`config.mk`:
```
export PLATFORM = sky130hd
export DESIGN_NAME = mpad_top
export DESIGN_NICKNAME = d
export VERILOG_FILES = /design/src/hw/mpad_pkg.sv /design/src/hw/mpad_smp_if.sv /design/src/hw/mpad_sampler.sv /design/src/hw/mpad_top.sv
export SDC_FILE = /design/constraint.sdc
export NUM_CORES = 1
export LEC_CHECK = 0
export BUFFER_PORTS_ARGS = -buffer_cell sky130_fd_sc_hd__clkbuf_2
export CAP_MARGIN = 25
export CORE_UTILIZATION = 29
export CTS_BUF_LIST = sky130_fd_sc_hd__clkbuf_8
export DETAILED_ROUTE_END_ITERATION = 10
export MAX_ROUTING_LAYER = met4
export SLEW_MARGIN = 30
export SYNTH_ARGS = -nofsm -noshare
export SYNTH_HDL_FRONTEND = slang
export SYNTH_SLANG_ARGS = --single-unit
```
`constraint.sdc`:
```
create_clock -name clk -period 1.95 [get_ports clk]
set_input_delay 0.39 -clock clk [delete_from_list [all_inputs] [get_ports clk]]
set_output_delay 0.39 -clock clk [all_outputs]
set_load 0.05 [all_outputs]
```
`src/hw/mpad_pkg.sv`:
```
// Constants and types shared by the management port address decoder
package mpad_pkg;
  // Serial frame layout
  localparam int unsigned PREAMBLE_LEN = 32;
  localparam int unsigned HDR_BITS     = 12;
  localparam int unsigned TA_BITS      = 2;
  localparam int unsigned DATA_BITS    = 16;
  // Header field positions within the 12 header bits: op, port field, register field
  localparam int unsigned HDR_OP_MSB   = 11;
  localparam int unsigned HDR_OP_LSB   = 10;
  localparam int unsigned HDR_PA_MSB   = 9;
  localparam int unsigned HDR_PA_LSB   = 5;
  localparam int unsigned HDR_REG_MSB  = 4;
  localparam int unsigned HDR_REG_LSB  = 0;
  // Upper port bits that are matched, and the channel bits
  localparam int unsigned PA_MATCH_MSB = 4;
  localparam int unsigned PA_MATCH_LSB = 2;
  localparam int unsigned PA_CHAN_MSB  = 1;
  localparam int unsigned PA_CHAN_LSB  = 0;
  localparam int unsigned PA_TIMER_BIT = 1;
  // Second start bit: one for the short format, zero for the extended format
  localparam logic       ST2_C22      = 1'h1;
  localparam logic       ST2_C45      = 1'h0;
  // Op codes
  localparam logic [1:0] OP22_WRITE   = 2'h1;
  localparam logic [1:0] OP22_READ    = 2'h2;
  localparam logic [1:0] OP45_ADDR    = 2'h0;
  localparam logic [1:0] OP45_WRITE   = 2'h1;
  localparam logic [1:0] OP45_RDINC   = 2'h2;
  localparam logic [1:0] OP45_READ    = 2'h3;
  // Channel codes
  localparam logic [1:0] CHAN_A       = 2'h0;
  localparam logic [1:0] CHAN_B       = 2'h1;
  localparam logic [1:0] CHAN_C       = 2'h2;
  localparam logic [1:0] CHAN_D       = 2'h3;
  // Reset hold that the board must give, and its cycles at 200 MHz
  localparam int unsigned CLK_PERIOD_PS  = 5000;
  localparam int unsigned RESET_HOLD_NS  = 10000;
  localparam int unsigned RESET_HOLD_CYC =
    (RESET_HOLD_NS * 1000 + CLK_PERIOD_PS - 1) / CLK_PERIOD_PS;
  // Values after reset
  localparam logic [5:0]  ONES_RST     = 6'h00;
  localparam logic [4:0]  CNT_RST      = 5'h00;
  localparam logic [15:0] WORD_RST     = 16'h0000;

  typedef enum logic [2:0] {
    MPAD_IDLE,
    MPAD_START,
    MPAD_HDR,
    MPAD_TA,
    MPAD_DATA
  } mpad_state_t;
endpackage : mpad_pkg

```
`src/hw/mpad_smp_if.sv`:
```
// Carrier between the line sampler and the frame decoder
interface mpad_smp_if;
  logic        rise;
  logic        fall;
  logic        bit_v;
  logic [15:0] word;
  modport src (output rise, output fall, output bit_v, output word);
  modport dst (input rise, input fall, input bit_v, input word);
endinterface : mpad_smp_if

```
`src/hw/mpad_sampler.sv`:
```
// Management clock edge finder and serial shift register
module mpad_sampler (
  input  wire logic   clk,
  input  wire logic   rst_b,
  input  wire logic   mdc,
  input  wire logic   mdio_in,
  mpad_smp_if.src     smp
);
  import mpad_pkg::*;

  typedef struct packed {
    logic        mdc_q;
    logic        rise;
    logic        fall;
    logic        bit_v;
    logic [15:0] word;
  } mpad_smp_st_t;

  mpad_smp_st_t s_q;
  mpad_smp_st_t s_d;

  // Edge detection; the line is sampled and shifted on the rising edge
  always_comb begin
    s_d       = s_q;
    s_d.mdc_q = mdc;
    s_d.rise  = mdc & ~s_q.mdc_q;
    s_d.fall  = ~mdc & s_q.mdc_q;
    if (mdc && !s_q.mdc_q) begin
      s_d.bit_v = mdio_in;
      s_d.word  = {s_q.word[14:0], mdio_in};
    end
  end

  // State register
  always_ff @(posedge clk or negedge rst_b) begin
    if (!rst_b) begin
      s_q <= '{mdc_q: 1'b0, rise: 1'b0, fall: 1'b0, bit_v: 1'b0, word: WORD_RST};
    end else begin
      s_q <= s_d;
    end
  end

  assign smp.rise  = s_q.rise;
  assign smp.fall  = s_q.fall;
  assign smp.bit_v = s_q.bit_v;
  assign smp.word  = s_q.word;
endmodule : mpad_sampler

```
`src/hw/mpad_top.sv`:
```
// Management port frame decoder with port address match and pin state control
// Contract
// - Answer a frame only when port field bits 4:2 equal strapped bits 4:2.
// - Port field bits 1:0 select channel A, B, C or D.
// - Strap bit 1 is not matched; it feeds the stopwatch timer function.
// - Data line and test data output float during reset.
// - Register power down keeps the management port fully working.
// - Status bits of stopped clocks may read indeterminate in power down.
// - Pin power down of all four channels floats the data line; register power down does not.
// - Test data output floats when unused and in either power down.
// - Test input pull-ups off in pin power down, on in register power down.
// - Format strap: high short format, low extended; taken at hard or soft reset.
module mpad_top (
  input  wire logic                clk,
  input  wire logic                rst_b,
  input  wire logic                soft_rst,
  input  wire logic                mdc,
  input  wire logic                mdio_in,
  output logic                     mdio_out,
  output logic                     mdio_oe,
  input  wire logic [4:0]          port_addr_straps,
  input  wire logic                frame_format_strap,
  input  wire logic                chan_a_pin_powerdown_b,
  input  wire logic                chan_b_pin_powerdown_b,
  input  wire logic                chan_c_pin_powerdown_b,
  input  wire logic                chan_d_pin_powerdown_b,
  input  wire logic [3:0]          chan_reg_powerdown,
  input  wire logic                tap_active,
  input  wire logic                tap_tdo,
  output logic                     tdo_out,
  output logic                     tdo_oe,
  output logic                     tdi_pullup_en,
  output logic                     tms_pullup_en,
  output logic                     stopwatch_strap,
  output logic                     fmt_c22,
  output logic [3:0]               status_reliable,
  output logic                     acc_rd,
  output logic                     acc_wr,
  output logic                     acc_addr,
  output logic [1:0]               acc_chan,
  output logic [3:0]               acc_chan_sel,
  output logic [4:0]               acc_reg,
  output logic [15:0]              acc_wdata,
  input  wire logic [15:0]         rd_data
);
  import mpad_pkg::*;

  typedef struct packed {
    mpad_state_t state;
    logic [5:0]  ones;
    logic [4:0]  cnt;
    logic        captured;
    logic        fmt_c22;
    logic [2:0]  pa_match;
    logic        stopwatch;
    logic        hit;
    logic        rd_hit;
    logic        wr_hit;
    logic        addr_hit;
    logic [15:0] tx;
    logic        mdio_out;
    logic        mdio_oe;
    logic        tdo_out;
    logic        tdo_oe;
    logic        pullup_en;
    logic [3:0]  reliable;
    logic        acc_rd;
    logic        acc_wr;
    logic        acc_addr;
    logic [1:0]  acc_chan;
    logic [3:0]  acc_chan_sel;
    logic [4:0]  acc_reg;
    logic [15:0] acc_wdata;
  } mpad_top_st_t;

  // One-hot channel select from the two low port bits
  function automatic logic [3:0] chan_onehot(input logic [1:0] code);
    logic [3:0] oh;
    oh = 4'h0;
    case (code)
      CHAN_A:  oh = 4'h1;
      CHAN_B:  oh = 4'h2;
      CHAN_C:  oh = 4'h4;
      CHAN_D:  oh = 4'h8;
      default: oh = 4'h0;
    endcase
    return oh;
  endfunction : chan_onehot

  mpad_smp_if   smp ();
  mpad_top_st_t s_q;
  mpad_top_st_t s_d;
  logic [3:0]   pin_pd;
  logic         all_pin_pd;
  logic         all_reg_pd;
  logic [1:0]   hdr_op;
  logic [4:0]   hdr_pa;
  logic         is_rd;
  logic         is_wr;
  logic         is_addr;

  // Line sampler on the management clock edges
  mpad_sampler u_sampler (
    .clk     (clk),
    .rst_b   (rst_b),
    .mdc     (mdc),
    .mdio_in (mdio_in),
    .smp     (smp)
  );

  // Power down summaries and header fields
  assign pin_pd     = {~chan_d_pin_powerdown_b, ~chan_c_pin_powerdown_b,
                       ~chan_b_pin_powerdown_b, ~chan_a_pin_powerdown_b};
  assign all_pin_pd = &pin_pd;
  assign all_reg_pd = &chan_reg_powerdown;
  assign hdr_op     = smp.word[HDR_OP_MSB:HDR_OP_LSB];
  assign hdr_pa     = smp.word[HDR_PA_MSB:HDR_PA_LSB];

  // Op decode for the format that was strapped
  always_comb begin
    is_rd   = 1'b0;
    is_wr   = 1'b0;
    is_addr = 1'b0;
    if (s_q.fmt_c22) begin
      is_rd = (hdr_op == OP22_READ);
      is_wr = (hdr_op == OP22_WRITE);
    end else begin
      is_rd   = (hdr_op == OP45_READ) || (hdr_op == OP45_RDINC);
      is_wr   = (hdr_op == OP45_WRITE);
      is_addr = (hdr_op == OP45_ADDR);
    end
  end

  // Next state: strap capture, frame walk, pin control
  always_comb begin
    s_d          = s_q;
    s_d.acc_rd   = 1'b0;
    s_d.acc_wr   = 1'b0;
    s_d.acc_addr = 1'b0;

    // Straps caught after hard reset release or on soft reset
    if (!s_q.captured || soft_rst) begin
      s_d.captured  = 1'b1;
      s_d.fmt_c22   = frame_format_strap;
      s_d.pa_match  = port_addr_straps[PA_MATCH_MSB:PA_MATCH_LSB];
      s_d.stopwatch = port_addr_straps[PA_TIMER_BIT];
      s_d.state     = MPAD_IDLE;
      s_d.ones      = ONES_RST;
    end else if (smp.rise) begin
      // Frame walk on sampled bits
      case (s_q.state)
        MPAD_IDLE: begin
          if (smp.bit_v) begin
            if (s_q.ones != 6'(PREAMBLE_LEN)) begin
              s_d.ones = s_q.ones + 6'h01;
            end
          end else begin
            if (s_q.ones == 6'(PREAMBLE_LEN)) begin
              s_d.state = MPAD_START;
            end
            s_d.ones = ONES_RST;
          end
        end
        MPAD_START: begin
          if (smp.bit_v == (s_q.fmt_c22 ? ST2_C22 : ST2_C45)) begin
            s_d.state = MPAD_HDR;
            s_d.cnt   = CNT_RST;
          end else begin
            s_d.state = MPAD_IDLE;
          end
        end
        MPAD_HDR: begin
          s_d.cnt = s_q.cnt + 5'h01;
          if (s_q.cnt == 5'(HDR_BITS - 1)) begin
            s_d.hit      = (hdr_pa[PA_MATCH_MSB:PA_MATCH_LSB] == s_q.pa_match);
            s_d.rd_hit   = s_d.hit & is_rd;
            s_d.wr_hit   = s_d.hit & is_wr;
            s_d.addr_hit = s_d.hit & is_addr;
            s_d.acc_rd   = s_d.rd_hit;
            s_d.acc_chan = hdr_pa[PA_CHAN_MSB:PA_CHAN_LSB];
            s_d.acc_chan_sel = chan_onehot(hdr_pa[PA_CHAN_MSB:PA_CHAN_LSB]);
            s_d.acc_reg  = smp.word[HDR_REG_MSB:HDR_REG_LSB];
            s_d.state    = MPAD_TA;
            s_d.cnt      = CNT_RST;
          end
        end
        MPAD_TA: begin
          s_d.cnt = s_q.cnt + 5'h01;
          if (s_q.cnt == 5'h00) begin
            s_d.tx = rd_data;
          end
          if (s_q.cnt == 5'(TA_BITS - 1)) begin
            s_d.state = MPAD_DATA;
            s_d.cnt   = CNT_RST;
          end
        end
        MPAD_DATA: begin
          s_d.cnt = s_q.cnt + 5'h01;
          if (s_q.cnt == 5'(DATA_BITS - 1)) begin
            s_d.acc_wr    = s_q.wr_hit;
            s_d.acc_addr  = s_q.addr_hit;
            s_d.acc_wdata = smp.word;
            s_d.state     = MPAD_IDLE;
            s_d.ones      = ONES_RST;
            s_d.rd_hit    = 1'b0;
          end
        end
        default: begin
          s_d.state = MPAD_IDLE;
        end
      endcase
    end

    // Read data changes after the falling edge so the controller samples it stably
    if (smp.fall) begin
      if (s_q.rd_hit && s_q.state == MPAD_TA && s_q.cnt == 5'h01) begin
        s_d.mdio_oe  = 1'b1;
        s_d.mdio_out = 1'b0;
      end else if (s_q.rd_hit && s_q.state == MPAD_DATA) begin
        s_d.mdio_oe  = 1'b1;
        s_d.mdio_out = s_q.tx[15];
        s_d.tx       = {s_q.tx[14:0], 1'b0};
      end else begin
        s_d.mdio_oe  = 1'b0;
      end
    end
    // Pin power down of all four channels floats the line; register power down leaves it alone
    if (all_pin_pd) begin
      s_d.mdio_oe = 1'b0;
    end

    // Test data output and pull-ups
    s_d.tdo_oe    = tap_active & ~all_pin_pd & ~all_reg_pd;
    s_d.tdo_out   = tap_tdo;
    s_d.pullup_en = ~all_pin_pd;
    // Status from channels with stopped clocks is flagged unreliable
    s_d.reliable  = ~(pin_pd | chan_reg_powerdown);
  end

  // State register; reset floats both driven pins
  always_ff @(posedge clk or negedge rst_b) begin
    if (!rst_b) begin
      s_q <= '{state: MPAD_IDLE, ones: ONES_RST, cnt: CNT_RST, captured: 1'b0,
               fmt_c22: 1'b0, pa_match: 3'h0, stopwatch: 1'b0, hit: 1'b0,
               rd_hit: 1'b0, wr_hit: 1'b0, addr_hit: 1'b0, tx: WORD_RST,
               mdio_out: 1'b0, mdio_oe: 1'b0, tdo_out: 1'b0, tdo_oe: 1'b0,
               pullup_en: 1'b0, reliable: 4'h0, acc_rd: 1'b0, acc_wr: 1'b0,
               acc_addr: 1'b0, acc_chan: CHAN_A, acc_chan_sel: 4'h0,
               acc_reg: 5'h00, acc_wdata: WORD_RST};
    end else begin
      s_q <= s_d;
    end
  end

  // Outputs straight from the state register
  assign mdio_out        = s_q.mdio_out;
  assign mdio_oe         = s_q.mdio_oe;
  assign tdo_out         = s_q.tdo_out;
  assign tdo_oe          = s_q.tdo_oe;
  assign tdi_pullup_en   = s_q.pullup_en;
  assign tms_pullup_en   = s_q.pullup_en;
  assign stopwatch_strap = s_q.stopwatch;
  assign fmt_c22         = s_q.fmt_c22;
  assign status_reliable = s_q.reliable;
  assign acc_rd          = s_q.acc_rd;
  assign acc_wr          = s_q.acc_wr;
  assign acc_addr        = s_q.acc_addr;
  assign acc_chan        = s_q.acc_chan;
  assign acc_chan_sel    = s_q.acc_chan_sel;
  assign acc_reg         = s_q.acc_reg;
  assign acc_wdata       = s_q.acc_wdata;
endmodule : mpad_top

```
==> metrics.txt, run 1 <==
# TYPE chip_impl_metric gauge
chip_impl_info{name="path_cells",value="inv_2 -> ha_4 -> or4b_4 -> and3_4 -> nor3_4 -> o21bai_1 -> a22o_1"} 1
chip_impl_info{name="setup_repair_after_global_routing_missed_its_margin",value="true"} 1
chip_impl_metric{name="power.share.combinational",unit="%"} 9.8
chip_impl_metric{name="power.total",unit="uW"} 4270
chip_impl_metric{name="met2_usage",unit="%"} 17.5
chip_impl_metric{name="clockBufferDepth",unit=""} 2
chip_impl_metric{name="final_period_minus_worst_setup_slack",unit="ns"} 1.99
chip_impl_metric{name="timing.clock.skew",unit="ns"} 0.0104
chip_impl_metric{name="starting_utilization_of_the_core_area",unit="%"} 29.8
chip_impl_info{name="critical_path.endpoint_type",value="flop"} 1
chip_impl_metric{name="fp.dieH",unit="um"} 127
chip_impl_info{name="synth.top_cells.by_count",value="97 x sky130_fd_sc_hd__dfrtp_1, 58 x sky130_fd_sc_hd__nand2_1, 33 x sky130_fd_sc_hd__buf_4"} 1
chip_impl_metric{name="grt_first_pass_wirelength",unit="mm"} 14.5
chip_impl_metric{name="power.leakage",unit="uW"} 0.00247
chip_impl_metric{name="power.share.switching",unit="%"} 26.6
chip_impl_info{name="launching_element_of_the_worst_setup_path",value="s_q[66]$_DFFE_PN0P_"} 1
chip_impl_metric{name="worst_skew_pair.late_latency",unit="ns"} 0.38
chip_impl_metric{name="yosys_register_bits",unit=""} 97
chip_impl_metric{name="setup-violations-final",unit=""} 4
chip_impl_info{name="failed_checks",value="setup timing"} 1
chip_impl_metric{name="max_freq",unit="GHz"} 0.504
chip_impl_metric{name="clock_sink_count",unit=""} 97
chip_impl_metric{name="numPortBuffers",unit=""} 77
chip_impl_metric{name="synth-edff-count",unit=""} 0
chip_impl_metric{name="grtUsageTotal",unit="%"} 12.0
chip_impl_metric{name="utilization",unit="%"} 35.3
chip_impl_metric{name="netlist_instances",unit=""} 394
chip_impl_metric{name="power.sequential.fraction",unit="%"} 55.1
chip_impl_metric{name="synthesis.yosys.warnings",unit=""} 0
chip_impl_metric{name="pwr-share-clk",unit="%"} 35.1
chip_impl_info{name="critical-path-slowest-cell",value="sky130_fd_sc_hd__dfrtp_2"} 1
chip_impl_metric{name="design.final.nets",unit=""} 499
chip_impl_info{name="cts_root_buffer",value="sky130_fd_sc_hd__clkbuf_8"} 1
chip_impl_metric{name="finalWorstSetupSlack",unit="ns"} -0.0357
chip_impl_metric{name="detailed_place_hpwl",unit="mm"} 6.02
chip_impl_info{name="r2r-start",value="s_q[66]$_DFFE_PN0P_"} 1
chip_impl_info{name="path_delay_family",value="simple AND/OR/NAND/NOR gates"} 1
chip_impl_metric{name="hold_viol",unit=""} 0
chip_impl_metric{name="detail_route_antenna_nets",unit=""} 0
chip_impl_metric{name="synth_area",unit="um^2"} 4530
chip_impl_metric{name="syn2layout_area_growth",unit="%"} 18.4
chip_impl_metric{name="chipWidth",unit="um"} 127
chip_impl_info{name="criticalPathCategory",value="flop to flop"} 1
chip_impl_info{name="timing.critical_path.from_type",value="flop"} 1
chip_impl_metric{name="drive_above_1_share",unit="%"} 34.1
chip_impl_info{name="timing.hold.worst.class",value="input pin to flop"} 1
chip_impl_metric{name="worstPathRequired",unit="ns"} 2.23
chip_impl_info{name="largest_register",value="s_q"} 1
chip_impl_info{name="grt-busiest-layer",value="met2"} 1
chip_impl_metric{name="synth_async_sr_flop_share",unit="%"} 100
chip_impl_metric{name="finalCritPeriodShare",unit="%"} 102
chip_impl_metric{name="cts.htree.levels",unit=""} 3
chip_impl_metric{name="dpl_worst_slack",unit="ns"} -0.0556
chip_impl_metric{name="core-area",unit="um^2"} 15200
chip_impl_info{name="postSynth.topFlopCell",value="sky130_fd_sc_hd__dfrtp_1"} 1
chip_impl_metric{name="net_load_switching_power",unit="uW"} 1140
chip_impl_metric{name="grt_pass1_vias",unit=""} 2910
chip_impl_metric{name="gp_routability_congestion",unit=""} 0.833
chip_impl_metric{name="drt-pass1-iter-count",unit=""} 4
chip_impl_info{name="status",value="finished with violations"} 1
chip_impl_metric{name="viasPerCell",unit=""} 4.52
chip_impl_metric{name="drv_cap",unit=""} 0
chip_impl_info{name="cts_tree",value="done"} 1
chip_impl_metric{name="worst-path-buf-inv",unit=""} 1
chip_impl_metric{name="maxSlewViolCount",unit=""} 0
chip_impl_metric{name="cellPowerDensity",unit="nW/um^2"} 796
chip_impl_metric{name="gr-usage-met3",unit="%"} 4.09
chip_impl_metric{name="grt_max_degree",unit=""} 48
chip_impl_metric{name="dieArea",unit="um^2"} 16100
chip_impl_metric{name="grt_use_met1",unit="%"} 15.4
chip_impl_metric{name="post-synth-top-area-fraction",unit="%"} 53.6
chip_impl_info{name="post-synth-top-count-cell",value="sky130_fd_sc_hd__dfrtp_1"} 1
chip_impl_info{name="post-synth-top-area-cell",value="sky130_fd_sc_hd__dfrtp_1"} 1
chip_impl_metric{name="io_pins",unit=""} 79
chip_impl_metric{name="initial_antenna_violation_count",unit=""} 0
chip_impl_metric{name="n_antenna_cell",unit=""} 0
chip_impl_metric{name="numCtsBuffers",unit=""} 9
chip_impl_metric{name="timing.critical_path.fanout_max",unit=""} 4
chip_impl_metric{name="globalRouteOverflowTotal",unit=""} 0
chip_impl_metric{name="internal_power",unit="uW"} 3130
chip_impl_metric{name="avgSynthCellArea",unit="um^2"} 11.5
chip_impl_info{name="yosys-top-cells-area",value="sky130_fd_sc_hd__dfrtp_1 54%, sky130_fd_sc_hd__buf_4 5.5%, sky130_fd_sc_hd__nand2_1 4.8%"} 1
chip_impl_metric{name="dr.first_iter.drc_count",unit=""} 174
chip_impl_metric{name="routed_wl",unit="mm"} 8.58
chip_impl_metric{name="finalHoldWorstSlack",unit="ns"} 0.103
chip_impl_metric{name="wl_per_cell",unit="um"} 13.2
chip_impl_metric{name="largest_reg_flops",unit=""} 37
chip_impl_metric{name="dr_total_vias",unit=""} 2936
chip_impl_metric{name="synth_nets",unit=""} 437
chip_impl_metric{name="critPathMaxStageDelay",unit="ns"} 0.46
chip_impl_metric{name="worstPathArrival",unit="ns"} 2.26
chip_impl_info{name="timing.hold.worst.start",value="tap_tdo"} 1
chip_impl_metric{name="remaining_drc_errors",unit=""} 0
chip_impl_metric{name="floorplan.rows",unit=""} 45
chip_impl_metric{name="ir_worst_vdd",unit="V"} 0.000319
chip_impl_metric{name="synth.lib_cells_used.distinct",unit=""} 51
chip_impl_metric{name="cts.reportedPaths.clkPinSlew",unit="ns"} 0.10
chip_impl_metric{name="synth_seq_area_share",unit="%"} 53.6
## layout by cell type, fill, tap and decap left out, types with 3 or more instances in the layout
cell	count
sky130_fd_sc_hd__dfrtp_1	95
sky130_fd_sc_hd__clkbuf_2	76
sky130_fd_sc_hd__nand2_1	58
sky130_fd_sc_hd__o21ai_1	26
sky130_fd_sc_hd__mux2i_1	19
sky130_fd_sc_hd__mux2_1	17
sky130_fd_sc_hd__mux2_2	17
sky130_fd_sc_hd__buf_4	14
sky130_fd_sc_hd__nor2_1	12
sky130_fd_sc_hd__nor2b_1	10
sky130_fd_sc_hd__clkbuf_8	9
sky130_fd_sc_hd__inv_1	8
sky130_fd_sc_hd__nand3_1	8
sky130_fd_sc_hd__mux2_4	7
sky130_fd_sc_hd__buf_12	6
sky130_fd_sc_hd__and3_1	4
sky130_fd_sc_hd__nor3_1	4
sky130_fd_sc_hd__xor2_1	4
sky130_fd_sc_hd__nand2b_1	4
sky130_fd_sc_hd__nor2_2	3
sky130_fd_sc_hd__o31ai_1	3
sky130_fd_sc_hd__a22o_1	3
sky130_fd_sc_hd__ha_4	3
sky130_fd_sc_hd__ha_1	3
## cells by family (layout without fill, tap and decap cells)
family | Yosys count | in the layout | synth area share [%]
buffers and inverters | 55 | 122 | 8.15
other | 1 | 1 | 0.0828
multiplexers | 60 | 60 | 15.0
adder cells (fa/ha/maj) | 6 | 6 | 1.66
AO/OA/AOI/OAI | 43 | 43 | 6.19
XOR/XNOR | 4 | 4 | 0.774
flip-flops | 97 | 97 | 53.6
AND/OR/NAND/NOR | 128 | 128 | 14.6
## power groups by stage
stage               clock [uW]  combinational [uW]  sequential, uW
global placement             0                 412            2390
CTS                       1560                 426            2360
floorplan                    0                 272            2350
finish                    1500                 416            2350
detailed placement           0                 423            2400
global route              1650                 464            2390
## through the flow
step	instance area, um^2	TNS, ns	std cells
floorplan	4530	0	394
global placement	4970	0	626
detailed placement	4970	-0.692	626
CTS	5270	0	645
global route	5360	-0.454	649
finish	5360	-0.0696	649
## routing by layer
metal / vias to the layer above / wire length [um]
met5: - / 0
met4: 0 / 133
met3: 10 / 450
met2: 60 / 3970
met1: 1430 / 4030
li1: 1436 / -
## path summary, 6_finish.rpt
path                                           endpoint  slack (ns)  depth (start not counted)
worst max-delay path                s_q[67]$_DFFE_PN0P_       -0.04                          7
worst min-delay path                  tdo_out$_DFF_PN0_        0.10                          1
worst max register to register      s_q[67]$_DFFE_PN0P_       -0.04                          7
worst min register to register        s_q[51]$_DFF_PN0_        0.49                          2
max in group asynchronous           s_q[65]$_DFFE_PN0P_        0.81                          3
min in group asynchronous       acc_chan[0]$_DFFE_PN0P_        0.52                          2
## repair_timing
action	CTS	global route
endpoints found under the setup margin	18	32
buffers inserted	2	4
endpoints found under the hold margin	35	0
pin swaps	0	3
resized for setup	2	14
hold buffers	1	0
## cell type report
type / instances / area (um^2)
clock buffers: 9 / 124
well taps: 188 / 235
inverters: 9 / 33.8
flip-flops and latches: 97 / 2430
multi-input cells: 242 / 1810
clock inverters: 7 / 111
fillers: 1496 / 9840
repair buffers: 97 / 616
(Power assumes the default switching activity.)
==> run 2, diff against run 1 <==
--- a/config.mk
+++ b/config.mk
@@ -14,4 +14,6 @@
 export SLEW_MARGIN = 30
 export SYNTH_ARGS = -nofsm -noshare
 export SYNTH_HDL_FRONTEND = slang
+export SYNTH_HIERARCHICAL = 1
 export SYNTH_SLANG_ARGS = --single-unit
+export TNS_END_PERCENT = 50
==> run 2 against run 1 <==
  * Critical path type unchanged
  * Critical endpoint is now s_q[74]$_DFFE_PN0P_
  * Largest power group unchanged
  * Area after synthesis grew 6.1%
  * Total power down 3.5%
  * Global-route usage increased by 0.26 points
  * Register-to-register slack better by 0.11 ns
  * Design area rose by 0.56%
  * The run now ends clean
==> metrics.txt, run 2 <==
# TYPE chip_impl_metric gauge
chip_impl_info{name="status",value="completed"} 1
chip_impl_metric{name="io_pins",unit=""} 79
chip_impl_metric{name="dr.first_iter.drc_count",unit=""} 110
chip_impl_metric{name="cellPowerDensity",unit="nW/um^2"} 764
chip_impl_info{name="setup_repair_after_global_routing_missed_its_margin",value="false"} 1
chip_impl_metric{name="cts.reportedPaths.clkPinSlew",unit="ns"} 0.10
chip_impl_metric{name="hold_viol",unit=""} 0
chip_impl_metric{name="drv_cap",unit=""} 0
chip_impl_metric{name="detailed_place_hpwl",unit="mm"} 6.95
chip_impl_metric{name="post-synth-top-area-fraction",unit="%"} 50.5
chip_impl_metric{name="cts.htree.levels",unit=""} 3
chip_impl_metric{name="worstPathRequired",unit="ns"} 2.21
chip_impl_metric{name="viasPerCell",unit=""} 4.51
chip_impl_metric{name="ir_worst_vdd",unit="V"} 0.000504
chip_impl_info{name="path_delay_family",value="simple AND/OR/NAND/NOR gates"} 1
chip_impl_info{name="cell_mode_on_critical_path",value="sky130_fd_sc_hd__ha_2"} 1
chip_impl_metric{name="dpl_worst_slack",unit="ns"} 0.0199
chip_impl_info{name="criticalPathCategory",value="flop to flop"} 1
chip_impl_info{name="post-synth-top-area-cell",value="sky130_fd_sc_hd__dfrtp_1"} 1
chip_impl_metric{name="grt_first_pass_wirelength",unit="mm"} 15.3
chip_impl_info{name="mostFrequentLayoutCell",value="sky130_fd_sc_hd__dfrtp_1"} 1
chip_impl_metric{name="worst-path-buf-inv",unit=""} 0
chip_impl_info{name="yosys-top-cells-area",value="sky130_fd_sc_hd__dfrtp_1 51%, sky130_fd_sc_hd__buf_4 7.7%, sky130_fd_sc_hd__mux2_2 6.8%"} 1
chip_impl_metric{name="max_freq",unit="GHz"} 0.533
chip_impl_metric{name="wl_per_cell",unit="um"} 14.1
chip_impl_metric{name="gp_routability_congestion",unit=""} 0.867
chip_impl_metric{name="chipWidth",unit="um"} 131
chip_impl_metric{name="dieArea",unit="um^2"} 17100
chip_impl_info{name="cts_root_buffer",value="sky130_fd_sc_hd__clkbuf_8"} 1
chip_impl_metric{name="finalCritPeriodShare",unit="%"} 96.1
chip_impl_metric{name="core-area",unit="um^2"} 16000
chip_impl_metric{name="fp.dieH",unit="um"} 131
chip_impl_metric{name="final_period_minus_worst_setup_slack",unit="ns"} 1.87
chip_impl_metric{name="synth-edff-count",unit=""} 0
chip_impl_metric{name="grt_max_degree",unit=""} 43
chip_impl_metric{name="syn2layout_area_growth",unit="%"} 12.2
chip_impl_metric{name="maxSlewViolCount",unit=""} 0
chip_impl_metric{name="yosys_register_bits",unit=""} 97
chip_impl_metric{name="clock_sink_count",unit=""} 97
chip_impl_info{name="timing.hold.worst.class",value="input pin to flop"} 1
chip_impl_metric{name="setup_tns",unit="ns"} 0
chip_impl_info{name="largest_register",value="s_q"} 1
chip_impl_metric{name="grtUsageTotal",unit="%"} 12.2
chip_impl_metric{name="synth_async_sr_flop_share",unit="%"} 100
chip_impl_metric{name="largest_reg_flops",unit=""} 37
chip_impl_metric{name="netlist_instances",unit=""} 416
chip_impl_metric{name="numPortBuffers",unit=""} 77
chip_impl_metric{name="timing.clock.skew",unit="ns"} 0.0148
chip_impl_metric{name="avgSynthCellArea",unit="um^2"} 11.5
chip_impl_metric{name="design.final.nets",unit=""} 502
chip_impl_metric{name="synth_seq_area_share",unit="%"} 50.5
chip_impl_metric{name="initial_antenna_violation_count",unit=""} 0
chip_impl_info{name="final_cell_mix",value="96 x sky130_fd_sc_hd__dfrtp_1, 76 x sky130_fd_sc_hd__clkbuf_2, 45 x sky130_fd_sc_hd__nand2_1"} 1
chip_impl_metric{name="finalWorstSetupSlack",unit="ns"} 0.0753
chip_impl_info{name="critical_path.endpoint_type",value="flop"} 1
chip_impl_metric{name="finalHoldWorstSlack",unit="ns"} 0.116
chip_impl_metric{name="remaining_drc_errors",unit=""} 0
chip_impl_metric{name="setup-violations-final",unit=""} 0
chip_impl_metric{name="clockBufferDepth",unit=""} 2
chip_impl_metric{name="critPathMaxStageDelay",unit="ns"} 0.42
chip_impl_metric{name="dr_total_vias",unit=""} 3068
chip_impl_metric{name="drt-pass1-iter-count",unit=""} 4
chip_impl_metric{name="power.total",unit="uW"} 4120
chip_impl_metric{name="power.leakage",unit="uW"} 0.00262
chip_impl_info{name="synth.top_cells.by_count",value="97 x sky130_fd_sc_hd__dfrtp_1, 49 x sky130_fd_sc_hd__buf_4, 45 x sky130_fd_sc_hd__nand2_1"} 1
chip_impl_metric{name="worst_skew_pair.late_latency",unit="ns"} 0.39
chip_impl_metric{name="detail_route_antenna_nets",unit=""} 0
chip_impl_metric{name="worstPathArrival",unit="ns"} 2.13
chip_impl_info{name="timing.critical_path.from_type",value="flop"} 1
chip_impl_metric{name="n_antenna_cell",unit=""} 0
chip_impl_info{name="post-synth-top-count-cell",value="sky130_fd_sc_hd__dfrtp_1"} 1
chip_impl_metric{name="floorplan.rows",unit=""} 46
chip_impl_info{name="path_cells",value="ha_2 -> and3_1 -> ha_2 -> nand2b_1 -> and3_2 -> a41oi_1 -> a31oi_1"} 1
chip_impl_metric{name="globalRouteOverflowTotal",unit=""} 0
chip_impl_metric{name="synth_nets",unit=""} 459
chip_impl_metric{name="numCtsBuffers",unit=""} 9
chip_impl_metric{name="starting_utilization_of_the_core_area",unit="%"} 30.0
chip_impl_info{name="critical-path-slowest-cell",value="sky130_fd_sc_hd__dfrtp_1"} 1
chip_impl_metric{name="synth_area",unit="um^2"} 4800
chip_impl_metric{name="synth.lib_cells_used.distinct",unit=""} 63
chip_impl_metric{name="routed_wl",unit="mm"} 9.57
chip_impl_metric{name="grt_pass1_vias",unit=""} 3020
chip_impl_metric{name="drive_above_1_share",unit="%"} 37.1
chip_impl_info{name="cts_tree",value="done"} 1
chip_impl_info{name="postSynth.topFlopCell",value="sky130_fd_sc_hd__dfrtp_1"} 1
chip_impl_metric{name="timing.critical_path.fanout_max",unit=""} 4
chip_impl_metric{name="synthesis.yosys.warnings",unit=""} 6
## run 2: worst paths after layout
kind                                startpoint  cells past startpoint                  endpoint  slack, ns
max                        s_q[65]$_DFFE_PN0P_                      7       s_q[74]$_DFFE_PN0P_       0.08
min                                    tap_tdo                      1         tdo_out$_DFF_PN0_       0.12
max reg2reg                s_q[65]$_DFFE_PN0P_                      7       s_q[74]$_DFFE_PN0P_       0.08
min reg2reg                  s_q[43]$_DFF_PN0_                      2         s_q[44]$_DFF_PN0_       0.49
max in group asynchronous                rst_b                      3    acc_reg[0]$_DFFE_PN0P_       0.80
min in group asynchronous                rst_b                      2  acc_wdata[6]$_DFFE_PN0P_       0.50
## run 2: final cells by class
class	instances	area, um^2
clock buffer	10	138
clock inverter	6	50.0
fill	1653	10600
inverter	14	52.6
multi-input combinational	241	1860
sequential	97	2430
tap	216	270
timing repair buffer	96	596
## run 2: repair_timing
| action | CTS | global route |
|---|---|---|
| pin swaps | 1 | 1 |
| endpoints found under the setup margin | 1 | 28 |
| resized for setup | 0 | 8 |
| hold buffers | 1 | 0 |
| endpoints found under the hold margin | 35 | 0 |
| buffers inserted | 0 | 1 |
| cloned | 0 | 0 |
## run 2: logic make-up after synthesis
group	Yosys count	synth area share [%]
buf+inv	78	11.4
simple gates	116	14.2
other cells	1	0.0781
mux	57	13.6
fa+ha+maj	6	1.56
xor+xnor	4	0.729
flops	97	50.5
compound gates	57	8.02
## run 2: power breakdown
| part | switching (uW) | internal [uW] |
|---|---|---|
| Sequential | 197 | 2170 |
| Clock | 749 | 516 |
| Combinational | 213 | 270 |
| Total | 1160 | 2960 |
## run 2: layer usage
layer | GRT usage [%] | share of wire, % | vias up
li1 | - | - | 1476
met1 | 15.6 | 47 | 1515
met2 | 18.0 | 47 | 70
met3 | 4.15 | 5.2 | 7
met4 | 4.46 | 0.84 | 0
met5 | - | 0 | -
## run 2: stage by stage
step | instances | instance area (um^2) | utilization [%]
after floorplan | 416 | 4800 | -
after global placement | 662 | 5160 | 32.2
after detailed placement | 662 | 5160 | 32.2
after CTS | 679 | 5360 | 33.5
after global routing | 680 | 5390 | 33.7
final | 680 | 5390 | 33.7
==> run 3, diff against run 2 <==
--- a/config.mk
+++ b/config.mk
@@ -7,10 +7,11 @@
 export LEC_CHECK = 0
 export BUFFER_PORTS_ARGS = -buffer_cell sky130_fd_sc_hd__clkbuf_2
 export CAP_MARGIN = 25
+export CORE_MARGIN = 3
 export CORE_UTILIZATION = 29
 export CTS_BUF_LIST = sky130_fd_sc_hd__clkbuf_8
 export DETAILED_ROUTE_END_ITERATION = 10
-export MAX_ROUTING_LAYER = met4
+export GPL_ROUTABILITY_DRIVEN = 0
 export SLEW_MARGIN = 30
 export SYNTH_ARGS = -nofsm -noshare
 export SYNTH_HDL_FRONTEND = slang
==> run 3 against run 2 <==
  * Register-to-register slack is essentially flat
  * Clock skew up 0.0015 ns
  * Critical path depth is 1 lower
  * Sequential cell count is the same
  * Largest cell class unchanged
  * Largest power group unchanged
  * Highest routed layer unchanged
==> metrics.txt, run 3 (synthesis results as in run 2) <==
# TYPE chip_impl_metric gauge
chip_impl_metric{name="finalCritPeriodShare",unit="%"} 95.6
chip_impl_metric{name="worstPathArrival",unit="ns"} 2.13
chip_impl_metric{name="utilization",unit="%"} 34.1
chip_impl_info{name="crit_end",value="s_q[78]$_DFFE_PN0P_"} 1
chip_impl_metric{name="drv_cap",unit=""} 0
chip_impl_metric{name="numPortBuffers",unit=""} 77
chip_impl_metric{name="starting_utilization_of_the_core_area",unit="%"} 29.9
chip_impl_metric{name="n_antenna_cell",unit=""} 0
chip_impl_metric{name="floorplan.rows",unit=""} 46
chip_impl_metric{name="numCtsBuffers",unit=""} 9
chip_impl_metric{name="finalHoldWorstSlack",unit="ns"} 0.119
chip_impl_metric{name="cts.reportedPaths.clkPinSlew",unit="ns"} 0.10
chip_impl_metric{name="worst_skew_pair.late_latency",unit="ns"} 0.38
chip_impl_metric{name="grtUsageTotal",unit="%"} 10.8
chip_impl_info{name="top_layer_used",value="met4"} 1
chip_impl_metric{name="final_period_minus_worst_setup_slack",unit="ns"} 1.86
chip_impl_metric{name="dr.first_iter.drc_count",unit=""} 110
chip_impl_info{name="criticalPathCategory",value="flop to flop"} 1
chip_impl_metric{name="power.leakage",unit="uW"} 0.00266
chip_impl_info{name="cts_root_buffer",value="sky130_fd_sc_hd__clkbuf_8"} 1
chip_impl_metric{name="chipWidth",unit="um"} 135
chip_impl_info{name="timing.critical_path.from_type",value="flop"} 1
chip_impl_info{name="final_cell_mix",value="97 x sky130_fd_sc_hd__dfrtp_1, 76 x sky130_fd_sc_hd__clkbuf_2, 45 x sky130_fd_sc_hd__nand2_1"} 1
chip_impl_metric{name="largest_reg_flops",unit=""} 37
chip_impl_metric{name="r2r.worst_path.cells",unit=""} 6
chip_impl_info{name="status",value="completed"} 1
chip_impl_metric{name="dpl_worst_slack",unit="ns"} -0.0203
chip_impl_metric{name="detailed_place_hpwl",unit="mm"} 7.11
chip_impl_info{name="mostFrequentLayoutCell",value="sky130_fd_sc_hd__dfrtp_1"} 1
chip_impl_metric{name="timing.critical_path.fanout_max",unit=""} 3
chip_impl_metric{name="grt_first_pass_wirelength",unit="mm"} 15.7
chip_impl_metric{name="worstPathRequired",unit="ns"} 2.22
chip_impl_metric{name="met1_length",unit="mm"} 4.31
chip_impl_info{name="largest_register",value="s_q"} 1
chip_impl_metric{name="detailroute.wirelength.met3",unit="um"} 601
chip_impl_metric{name="timing.clock.skew",unit="ns"} 0.0163
chip_impl_metric{name="drt-pass1-iter-count",unit=""} 4
chip_impl_metric{name="hold_viol",unit=""} 0
chip_impl_metric{name="cts.htree.levels",unit=""} 3
chip_impl_metric{name="remaining_drc_errors",unit=""} 0
chip_impl_info{name="launching_element_of_the_worst_setup_path",value="s_q[66]$_DFFE_PN0P_"} 1
chip_impl_metric{name="dieArea",unit="um^2"} 18100
chip_impl_metric{name="grt_max_degree",unit=""} 36
chip_impl_info{name="cts_tree",value="done"} 1
chip_impl_metric{name="core-area",unit="um^2"} 16100
chip_impl_metric{name="design.final.nets",unit=""} 505
chip_impl_metric{name="setup-violations-final",unit=""} 0
chip_impl_metric{name="routed_wl",unit="mm"} 9.48
chip_impl_metric{name="ir_worst_vdd",unit="V"} 0.000598
chip_impl_metric{name="clockBufferDepth",unit=""} 2
chip_impl_metric{name="cellPowerDensity",unit="nW/um^2"} 820
chip_impl_info{name="critical_path.endpoint_type",value="flop"} 1
chip_impl_info{name="timing.hold.worst.class",value="input pin to flop"} 1
chip_impl_metric{name="fp.dieH",unit="um"} 135
chip_impl_metric{name="wl_per_cell",unit="um"} 13.9
chip_impl_metric{name="max_freq",unit="GHz"} 0.536
chip_impl_metric{name="grt_pass1_vias",unit=""} 3115
chip_impl_metric{name="power.total",unit="uW"} 4490
chip_impl_metric{name="drive_above_1_share",unit="%"} 36.8
chip_impl_metric{name="syn2layout_area_growth",unit="%"} 13.9
chip_impl_metric{name="clock_sink_count",unit=""} 97
chip_impl_metric{name="wl_met2",unit="mm"} 4.45
chip_impl_metric{name="maxSlewViolCount",unit=""} 0
chip_impl_metric{name="finalWorstSetupSlack",unit="ns"} 0.0857
chip_impl_info{name="r2r-start",value="s_q[66]$_DFFE_PN0P_"} 1
chip_impl_metric{name="dr_total_vias",unit=""} 3068
chip_impl_metric{name="detail_route_antenna_nets",unit=""} 0
chip_impl_metric{name="r2r_setup_slack",unit="ns"} 0.09
chip_impl_metric{name="io_pins",unit=""} 79
chip_impl_metric{name="initial_antenna_violation_count",unit=""} 0
chip_impl_metric{name="viasPerCell",unit=""} 4.49
chip_impl_metric{name="filler_cell_count",unit=""} 1587
chip_impl_info{name="reg2reg_to",value="s_q[78]$_DFFE_PN0P_"} 1
chip_impl_metric{name="globalRouteOverflowTotal",unit=""} 0
run 3: cell count changes in the layout (fill, tap and decap cells not counted), sizes merged:
cell and change:
buf +3, clkbuf -1, clkinv -1, clkinvlp -1, bufinv +3
run 3: repair_timing:
action                     4_1_cts  5_1_grt
setup buffers                    1        1
pin swaps                        1        1
resized for setup                0        6
hold buffers                     1        0
hold endpoints to repair        32        0
setup endpoints to repair        2       11
run 3: per-layer routing:
layer / up-vias / global-route usage, %
met4: 0 / 3.51
met5: - / 0
met2: 67 / 16.8
met3: 7 / 3.43
met1: 1507 / 14.4
li1: 1487 / -
run 3: worst min path at each step:
stage / start / to / slack [ns] / cells after the start
detailed placement: rst_b / tdo_out$_DFF_PN0_ / 0.39 / 1
global route: tap_tdo / tdo_out$_DFF_PN0_ / 0.09 / 1
finish: tap_tdo / tdo_out$_DFF_PN0_ / 0.12 / 1
global placement: rst_b / s_q[50]$_DFF_PN0_ / 0.39 / 1
CTS: tap_tdo / tdo_out$_DFF_PN0_ / 0.09 / 1
floorplan: rst_b / acc_addr$_DFF_PN0_ / 0.09 / 0
run 3: critical path: stages, from the launching register on:
cell and delay (ns):
sky130_fd_sc_hd__dfrtp_1 0.41, sky130_fd_sc_hd__inv_1 0.11, sky130_fd_sc_hd__ha_1 0.18, sky130_fd_sc_hd__or4b_1 0.54
sky130_fd_sc_hd__a211oi_2 0.30, sky130_fd_sc_hd__a31oi_2 0.09, sky130_fd_sc_hd__mux2i_1 0.13
run 3: through the flow:
stage / instances / setup TNS [ns] / cell area, um^2
after CTS: 682 / 0 / 5440
after global placement: 664 / 0 / 5160
after global routing: 683 / -0.0123 / 5470
after detailed placement: 664 / -0.0312 / 5160
after floorplan: 416 / 0 / 4800
final: 683 / 0 / 5470
run 3: power by group:
part	total, uW	leakage (uW)	internal [uW]	switching (uW)
clock	1630	0.000128	876	754
sequential	2380	0.00120	2170	204
combinational	482	0.00134	270	212
run 3: cell type report:
| cell class | instances | area [um^2] | share of cell area (%) |
|---|---|---|---|
| Sequential cell | 97 | 2430 | 44.4 |
| Multi-Input combinational cell | 241 | 1860 | 34.0 |
| Timing Repair Buffer | 99 | 606 | 11.1 |
| Tap cell | 216 | 270 | 4.94 |
| Clock inverter | 7 | 133 | 2.42 |
| Clock buffer | 9 | 124 | 2.26 |
| Inverter | 14 | 52.6 | 0.960 |
